<file path="config.mk">
export PLATFORM = sky130hd
export DESIGN_NAME = timer_event_counter
export DESIGN_NICKNAME = d
export VERILOG_FILES = /design/src/logic/timer_pkg.sv /design/src/logic/timer_event_counter.sv
export SDC_FILE = /design/constraint.sdc
export NUM_CORES = 1
export LEC_CHECK = 0
export BUFFER_PORTS_ARGS = -buffer_cell sky130_fd_sc_hd__buf_2
export CAP_MARGIN = 20
export CORE_UTILIZATION = 59
export CTS_CLUSTER_SIZE = 12
export DETAILED_ROUTE_END_ITERATION = 6
export HOLD_SLACK_MARGIN = 0.08
export PLACE_DENSITY = 0.82
export SYNTH_ARGS = -nofsm -noshare
export SYNTH_HDL_FRONTEND = slang
export SYNTH_SLANG_ARGS = --single-unit
</file>
<file path="constraint.sdc">
create_clock -name ref_clk -period 6.42 [get_ports ref_clk]
set_input_delay 1.284 -clock ref_clk [delete_from_list [all_inputs] [get_ports ref_clk]]
set_output_delay 1.284 -clock ref_clk [all_outputs]
set_load 0.005 [all_outputs]
</file>
<file path="src/logic/timer_pkg.sv">
package timer_pkg;

  // ----------------------------------------------------------------------
  // Register offsets
  // ----------------------------------------------------------------------
  localparam logic [7:0] OFF_CTRL = 8'h00;
  localparam logic [7:0] OFF_EDGE = 8'h04;
  localparam logic [7:0] OFF_CMP0 = 8'h08;
  localparam logic [7:0] OFF_CMP1 = 8'h0c;
  localparam logic [7:0] OFF_CAP0 = 8'h10;
  localparam logic [7:0] OFF_CAP1 = 8'h14;
  localparam logic [7:0] OFF_COUNT = 8'h18;

  // ----------------------------------------------------------------------
  // Field positions in the control word
  // ----------------------------------------------------------------------
  localparam int CE_POS = 0;
  localparam int MODE_LSB = 1;
  localparam int REWRITE_POS = 4;

  // ----------------------------------------------------------------------
  // Mode and edge codes
  // ----------------------------------------------------------------------
  localparam logic [2:0] MODE_INTERVAL = 3'h0;
  localparam logic [2:0] MODE_EVENT = 3'h1;
  localparam logic [2:0] MODE_PWM_TRIG = 3'h2;
  localparam logic [2:0] MODE_PULSE = 3'h6;
  localparam logic [1:0] EDGE_NONE = 2'h0;
  localparam logic [1:0] EDGE_RISE = 2'h1;
  localparam logic [1:0] EDGE_FALL = 2'h2;
  localparam logic [1:0] EDGE_BOTH = 2'h3;

  // ----------------------------------------------------------------------
  // Counter values and reset values
  // ----------------------------------------------------------------------
  localparam logic [15:0] CNT_CLEAR = 16'h0000;
  localparam logic [15:0] CNT_TOP = 16'hffff;
  localparam logic [15:0] CNT_STEP = 16'h0001;
  localparam logic [15:0] CMP_RESET = 16'h0000;

  typedef struct packed {
    logic rewrite_mode;
    logic [2:0] mode;
    logic count_enable;
  } ctrl_t;

  typedef struct packed {
    logic [1:0] sel_one;
    logic [1:0] sel_zero;
  } edge_ctl_t;

  localparam ctrl_t CTRL_RESET = 5'h00;
  localparam edge_ctl_t EDGE_RESET = 4'h0;

  typedef enum logic {ST_STOPPED, ST_COUNTING} run_state_t;

endpackage

</file>
<file path="src/logic/timer_event_counter.sv">
// Local design decisions: the register offsets and the APB slave port.
module timer_event_counter (
  // Clock and reset
  input wire logic ref_clk,
  input wire logic rst_n,
  // APB slave
  input wire logic psel,
  input wire logic penable,
  input wire logic pwrite,
  input wire logic [7:0] paddr,
  input wire logic [31:0] pwdata,
  output logic [31:0] prdata,
  output logic pready,
  output logic pslverr,
  // Count clock tick and external inputs
  input wire logic count_tick,
  input wire logic capture_input_zero,
  input wire logic capture_input_one,
  input wire logic ext_trigger,
  // Interrupt requests, one-cycle pulses
  output logic compare_zero_interrupt,
  output logic compare_one_interrupt,
  output logic [1:0] capture_interrupt_request,
  // Timer outputs
  output logic timer_output_zero,
  output logic timer_output_one,
  output logic pwm_output_pin
);

  // ----------------------------------------------------------------------
  // Reset release
  // ----------------------------------------------------------------------
  logic rst_meta_n;
  logic rst_sync_n;

  always_ff @(posedge ref_clk or negedge rst_n)
  begin
    if (!rst_n)
    begin
      rst_meta_n <= 1'b0;
      rst_sync_n <= 1'b0;
    end
    else
    begin
      rst_meta_n <= 1'b1;
      rst_sync_n <= rst_meta_n;
    end
  end

  // ----------------------------------------------------------------------
  // Helpers
  // ----------------------------------------------------------------------
  function automatic logic edge_hit(input logic [1:0] sel,
                                    input logic prev, input logic cur);
    case (sel)
      timer_pkg::EDGE_RISE: edge_hit = !prev && cur;
      timer_pkg::EDGE_FALL: edge_hit = prev && !cur;
      timer_pkg::EDGE_BOTH: edge_hit = prev ^ cur;
      default: edge_hit = 1'b0;
    endcase
  endfunction

  function automatic logic addr_mapped(input logic [7:0] a);
    addr_mapped = (a == timer_pkg::OFF_CTRL) || (a == timer_pkg::OFF_EDGE) ||
                  (a == timer_pkg::OFF_CMP0) || (a == timer_pkg::OFF_CMP1) ||
                  (a == timer_pkg::OFF_CAP0) || (a == timer_pkg::OFF_CAP1) ||
                  (a == timer_pkg::OFF_COUNT);
  endfunction

  // ----------------------------------------------------------------------
  // Registers and state
  // ----------------------------------------------------------------------
  timer_pkg::ctrl_t ctrl;
  timer_pkg::edge_ctl_t edge_ctl;
  timer_pkg::run_state_t state;
  logic [15:0] cmp0;
  logic [15:0] cmp1;
  logic [15:0] buf0;
  logic [15:0] buf1;
  logic [15:0] cap0;
  logic [15:0] cap1;
  logic [15:0] counter;
  logic xfer_req;
  logic prev_in0;
  logic prev_in1;
  logic prev_trig;
  logic [31:0] rd_val;

  // APB access phase; the slave never inserts wait states.
  logic access;
  logic wr_ctrl;
  logic wr_edge;
  logic wr_cmp0;
  logic wr_cmp1;

  assign access = psel && penable;
  assign pready = access;
  assign pslverr = access && !addr_mapped(paddr);
  assign wr_ctrl = access && pwrite && (paddr == timer_pkg::OFF_CTRL);
  assign wr_edge = access && pwrite && (paddr == timer_pkg::OFF_EDGE);
  assign wr_cmp0 = access && pwrite && (paddr == timer_pkg::OFF_CMP0);
  assign wr_cmp1 = access && pwrite && (paddr == timer_pkg::OFF_CMP1);

  // ----------------------------------------------------------------------
  // Event decode
  // ----------------------------------------------------------------------
  logic running;
  logic start;
  logic ev_edge;
  logic advance;
  logic cap_hit0;
  logic cap_hit1;
  logic trig;
  logic match0;
  logic match1;
  logic is_pulse;
  logic is_event;
  logic is_pwm;
  logic is_interval;

  assign running = (state == timer_pkg::ST_COUNTING) && ctrl.count_enable;
  assign start = ctrl.count_enable && (state == timer_pkg::ST_STOPPED);
  assign is_pulse = ctrl.mode == timer_pkg::MODE_PULSE;
  assign is_event = ctrl.mode == timer_pkg::MODE_EVENT;
  assign is_pwm = ctrl.mode == timer_pkg::MODE_PWM_TRIG;
  assign is_interval = ctrl.mode == timer_pkg::MODE_INTERVAL;
  // External events always arrive on capture input zero.
  assign ev_edge = edge_hit(edge_ctl.sel_zero, prev_in0, capture_input_zero);
  assign advance = running && (is_event ? ev_edge : count_tick);
  assign cap_hit0 = running && is_pulse && ev_edge;
  assign cap_hit1 = running && is_pulse &&
                    edge_hit(edge_ctl.sel_one, prev_in1, capture_input_one);
  assign trig = running && is_pwm &&
                edge_hit(edge_ctl.sel_one, prev_trig, ext_trigger);
  assign match0 = advance && !is_pulse && (counter == buf0);
  assign match1 = advance && !is_pulse && (counter == buf1);

  always_ff @(posedge ref_clk or negedge rst_sync_n)
  begin
    if (!rst_sync_n)
    begin
      prev_in0 <= 1'b0;
      prev_in1 <= 1'b0;
      prev_trig <= 1'b0;
    end
    else
    begin
      prev_in0 <= capture_input_zero;
      prev_in1 <= capture_input_one;
      prev_trig <= ext_trigger;
    end
  end

  // ----------------------------------------------------------------------
  // Control registers
  // ----------------------------------------------------------------------
  always_ff @(posedge ref_clk or negedge rst_sync_n)
  begin
    if (!rst_sync_n)
    begin
      ctrl <= timer_pkg::CTRL_RESET;
      edge_ctl <= timer_pkg::EDGE_RESET;
      cmp0 <= timer_pkg::CMP_RESET;
      cmp1 <= timer_pkg::CMP_RESET;
    end
    else
    begin
      if (wr_ctrl)
        ctrl <= pwdata[4:0];
      if (wr_edge)
        edge_ctl <= pwdata[3:0];
      if (wr_cmp0)
        cmp0 <= pwdata[15:0];
      if (wr_cmp1)
        cmp1 <= pwdata[15:0];
    end
  end

  always_ff @(posedge ref_clk or negedge rst_sync_n)
  begin
    if (!rst_sync_n)
      state <= timer_pkg::ST_STOPPED;
    else
    begin
      case (state)
        timer_pkg::ST_STOPPED:
          if (ctrl.count_enable)
            state <= timer_pkg::ST_COUNTING;
        timer_pkg::ST_COUNTING:
          if (!ctrl.count_enable)
            state <= timer_pkg::ST_STOPPED;
        default: state <= timer_pkg::ST_STOPPED;
      endcase
    end
  end

  // ----------------------------------------------------------------------
  // Compare buffers and batch transfer
  // ----------------------------------------------------------------------
  // A write to compare one wins over a transfer in the same cycle, so a
  // value written at a transfer point is never dropped.
  always_ff @(posedge ref_clk or negedge rst_sync_n)
  begin
    if (!rst_sync_n)
      xfer_req <= 1'b0;
    else if (wr_cmp1 && !ctrl.rewrite_mode)
      xfer_req <= 1'b1;
    else if (wr_ctrl && pwdata[timer_pkg::REWRITE_POS])
      xfer_req <= 1'b0;
    else if (match0 && !trig)
      xfer_req <= 1'b0;
  end

  always_ff @(posedge ref_clk or negedge rst_sync_n)
  begin
    if (!rst_sync_n)
    begin
      buf0 <= timer_pkg::CMP_RESET;
      buf1 <= timer_pkg::CMP_RESET;
    end
    else if (start)
    begin
      buf0 <= cmp0;
      buf1 <= cmp1;
    end
    else if (ctrl.rewrite_mode && (wr_cmp0 || wr_cmp1))
    begin
      if (wr_cmp0)
        buf0 <= pwdata[15:0];
      if (wr_cmp1)
        buf1 <= pwdata[15:0];
    end
    else if (match0 && !trig && xfer_req)
    begin
      buf0 <= cmp0;
      buf1 <= cmp1;
    end
  end

  // ----------------------------------------------------------------------
  // Counter
  // ----------------------------------------------------------------------
  // When lowered compare zero sits below the count, the plain 16-bit
  // increment runs through FFFFH to 0000H before it can match again.
  always_ff @(posedge ref_clk or negedge rst_sync_n)
  begin
    if (!rst_sync_n)
      counter <= timer_pkg::CNT_CLEAR;
    else if (!ctrl.count_enable)
      counter <= is_event ? timer_pkg::CNT_TOP : timer_pkg::CNT_CLEAR;
    else if (start)
      counter <= timer_pkg::CNT_CLEAR;
    else if (is_pulse)
    begin
      if (cap_hit0 || cap_hit1)
        counter <= timer_pkg::CNT_CLEAR;
      else if (advance)
        counter <= counter + timer_pkg::CNT_STEP;
    end
    else if (trig)
      counter <= timer_pkg::CNT_CLEAR;
    else if (match0)
      counter <= timer_pkg::CNT_CLEAR;
    else if (advance)
      counter <= counter + timer_pkg::CNT_STEP;
  end

  // ----------------------------------------------------------------------
  // Capture, interrupts and outputs
  // ----------------------------------------------------------------------
  always_ff @(posedge ref_clk or negedge rst_sync_n)
  begin
    if (!rst_sync_n)
    begin
      cap0 <= timer_pkg::CNT_CLEAR;
      cap1 <= timer_pkg::CNT_CLEAR;
      capture_interrupt_request <= 2'h0;
    end
    else
    begin
      if (cap_hit0)
        cap0 <= counter;
      if (cap_hit1)
        cap1 <= counter;
      capture_interrupt_request <= {cap_hit1, cap_hit0};
    end
  end

  always_ff @(posedge ref_clk or negedge rst_sync_n)
  begin
    if (!rst_sync_n)
    begin
      compare_zero_interrupt <= 1'b0;
      compare_one_interrupt <= 1'b0;
      timer_output_zero <= 1'b0;
      timer_output_one <= 1'b0;
    end
    else
    begin
      compare_zero_interrupt <= match0 && !trig;
      compare_one_interrupt <= match1 && !trig;
      if (match0 && !trig)
        timer_output_zero <= !timer_output_zero;
      if (match1 && !trig && is_interval)
        timer_output_one <= !timer_output_one;
    end
  end

  // The active phase runs from a cycle start or trigger to the compare one
  // match, so a trigger in the active phase stretches it and one after the match cuts the idle phase short.
  always_ff @(posedge ref_clk or negedge rst_sync_n)
  begin
    if (!rst_sync_n)
      pwm_output_pin <= 1'b0;
    else if (!is_pwm || !ctrl.count_enable)
      pwm_output_pin <= 1'b0;
    else if (trig || start)
      pwm_output_pin <= 1'b1;
    else if (match1)
      pwm_output_pin <= 1'b0;
    else if (match0)
      pwm_output_pin <= 1'b1;
  end

  // ----------------------------------------------------------------------
  // Read path
  // ----------------------------------------------------------------------
  always_comb
  begin
    rd_val = 32'h0000_0000;
    if (paddr == timer_pkg::OFF_CTRL)
      rd_val = {27'h0000000, ctrl};
    else if (paddr == timer_pkg::OFF_EDGE)
      rd_val = {28'h0000000, edge_ctl};
    else if (paddr == timer_pkg::OFF_CMP0)
      rd_val = {16'h0000, cmp0};
    else if (paddr == timer_pkg::OFF_CMP1)
      rd_val = {16'h0000, cmp1};
    else if (paddr == timer_pkg::OFF_CAP0)
      rd_val = {16'h0000, cap0};
    else if (paddr == timer_pkg::OFF_CAP1)
      rd_val = {16'h0000, cap1};
    else if (paddr == timer_pkg::OFF_COUNT)
      rd_val = {16'h0000, counter};
  end

  // Read data is latched in the setup cycle and held through the access.
  always_ff @(posedge ref_clk or negedge rst_sync_n)
  begin
    if (!rst_sync_n)
      prdata <= 32'h0000_0000;
    else if (psel && !penable && !pwrite)
      prdata <= rd_val;
  end
endmodule // timer_event_counter

</file>
==> run metrics <==
minimum clock period=4.02 ns; final total power=between 2 and 2.5 mW; grt total ovfl=0; # Max-Cap Violations=0; Mapped Area=7600 sq um; CP Data Required Time=5.14 ns; worst hold path type=reg2async; FP Rows=41; LEAKAGE=3.96 nW; Filler Cells Inserted=846; DRT Wirelength=between 15000 and 20000 um; register area=3780 sq um; Worst R2R Start=counter[2]; CTS tree=done; I/O pin count=90; Peak VDD IR=0.188 mV; RSZ-0062 raised after global routing=false; Layout Skew=~0.0078 ns; hold_ws=0.321 ns; met2 wire len=9080 um; nature of the critical path startpoint=input port; ANT nets after route=0; Worst Setup Path Type=in2out; total number of vias=5891; met3 routed WL=1760 um; H-Tree Depth=4; initial DRC count=594; fraction of registers with async set/reset=100%; routed vias/inst=6.44; outcome=complete, no violations; post-route clock period utilization=62.7%; fmax=0.248 GHz; synth unique cells=55; power density over cell area=approximately 280 nW/um^2; Post-synth EDFFs=0; Pins Over Slew Limit=0; Die Width=115 um; largest net degree at the start of global routing=89; Clock Sinks=151; Total Nets Final=787; Worst Setup SP=paddr[1]; M1 WL=7880 um; Die Span Y=115 um; Area growth syn-to-layout=12.9%; slew margin rel.=25.3%; Synth Flop Type=dfrtp_1; Routability Congestion=0.900; synth warn=0; Area after DPL=7860 sq um; Least-Margin Pin Slew=around 1.1 ns; Total GRT Usage=31.2%; Hold-fix buffers, CTS=0; Max FO, Critical Path=7; core footprint=12600 sq um; hold violation count in the final report=0; antenna violations before repair=0; share of post-route cells with drive strength above 1=23.7%; TritonCTS Buffers=17; Gate Count Post-Synth=704; CP arrival=~2.7 ns; fin area=8580 sq um; Clock Latency Late Sink=0.44 ns; count of final setup violators=0; uppermost layer routed=met4; Max Root-Sink Buffers=2; CP Capture Type=output port; Finished Layout Cells=slightly above 900; TritonRoute pass-1 iters=5; Setup Buffers After CTS=0; setup TNS=0 ns; Multi-input gate area=3450 sq um; Clock transition at path regs=~0.060 ns; hpwl dp=~13000 um; CTS Root Cell=clkbuf_16; DRC=0; mean routed wirelength per cell=21.3 um; vias in the first global route=5652; # diodes=0; area of the die=13300 sq um; placed insts=882; IO Port Bufs=57; CTS-repair resized insts=0; Syn Area/Cell=between 10 and 15 sq um; initial cell density of the core=approximately 60%; post-synthesis sequential area ratio=a little under 50%; first-pass GRT wire length=30600 um; FF+latch count, synth=151
==> cells by family (layout without fill, tap and decap cells) <==
group           Yosys count  count (layout)  share of synthesized area (%)
other cells               2              17                         0.0989
simple gates            140             140                           10.1
flops                   151             151                           49.7
xor+xnor                 49              49                           5.65
buf+inv                  92             116                           5.53
mux                      78              78                           11.5
fa+ha+maj                 7               7                           1.15
compound gates          185             185                           16.2
==> per-layer routing <==
metal,GRT usage (%),vias up
met5,0,-
met4,15.0,0
met3,9.10,61
met2,46.5,345
met1,42.1,2920
li1,-,2565
==> placed cells by master (no fill, tap or decap), types with 22 or more instances in the layout <==
cell type	netlist	routed
nand2_1	28	28
xnor2_1	35	35
dfrtp_1	151	150
a21oi_1	22	22
buf_2	6	57
o21ai_0	46	46
nor2_1	25	25
mux2_2	72	72
o22ai_1	43	43
a2bb2oi_1	30	30
==> critical path, cell delays in order <==
cell      delay [ns]
buf_2           0.10
or4_4           0.57
nor2_1          0.43
a21boi_0        0.19
buf_2           0.17
==> through the flow <==
| step | setup slack, ns | util, % |
|---|---|---|
| final | 2.40 | 68.2 |
| after global routing | 2.35 | 68.2 |
| after CTS | 2.46 | 67.8 |
| after detailed placement | 2.26 | 62.5 |
| after global placement | 2.30 | 62.5 |
| after floorplan | 1.90 | - |
==> Yosys cell counts, types with 4 or more instances <==
cell type	count	area [sq um]
mux2_2	72	811
clkbuf_1	46	173
mux2i_1	6	60.1
a22oi_1	11	82.6
and3_1	6	37.5
xnor2_1	35	307
dfrtp_1	151	3780
nand3_1	16	80.1
nor2_1	25	93.8
a221o_1	4	40.0
nand4_1	15	93.8
buf_2	6	30.0
xor2_1	14	123
o21ai_0	46	230
inv_1	20	75.1
and2_1	6	37.5
nor4_1	5	31.3
nand2_1	28	105
a21o_1	4	30.0
buf_4	16	120
o21bai_1	4	30.0
ha_1	7	87.6
a2bb2oi_1	30	263
nor2b_1	17	106
a21oi_1	22	110
nand2b_1	5	31.3
o221ai_1	5	43.8
o22ai_1	43	269
==> final cells by class <==
class	instances	share of cell area, %
tap	172	2.51
sequential	151	44.1
timing repair buffer	65	4.49
inverter	20	0.875
clock buffer	24	5.85
multi-input combinational	476	40.3
clock inverter	7	1.91
==> power by group <==
part,internal (mW),total (mW),switching [mW]
combinational,0.119,0.230,0.111
clock,0.740,1.13,0.388
sequential,1.02,1.08,0.0607
total,1.87,2.43,0.560
==> final timing paths <==
check	end	slack, ns	cells after the start
min reg2reg	cmp0[2]	0.32	0
min	cmp0[2]	0.32	0
max reg2reg	buf0[14]	3.31	6
max in group asynchronous	buf0[4]	4.62	2
min in group ref_clk	rst_sync_n	0.36	0
max	pslverr	2.40	5
==> state kept, by name (all words and copies together) (netlist names), 16 cells and up <==
signal,flops
cap0,16
cap1,16
buf0,16
prdata,16
cmp1,16
cmp0,16
buf1,16
counter,16
Note: power is estimated with default switching activity, not from simulation.
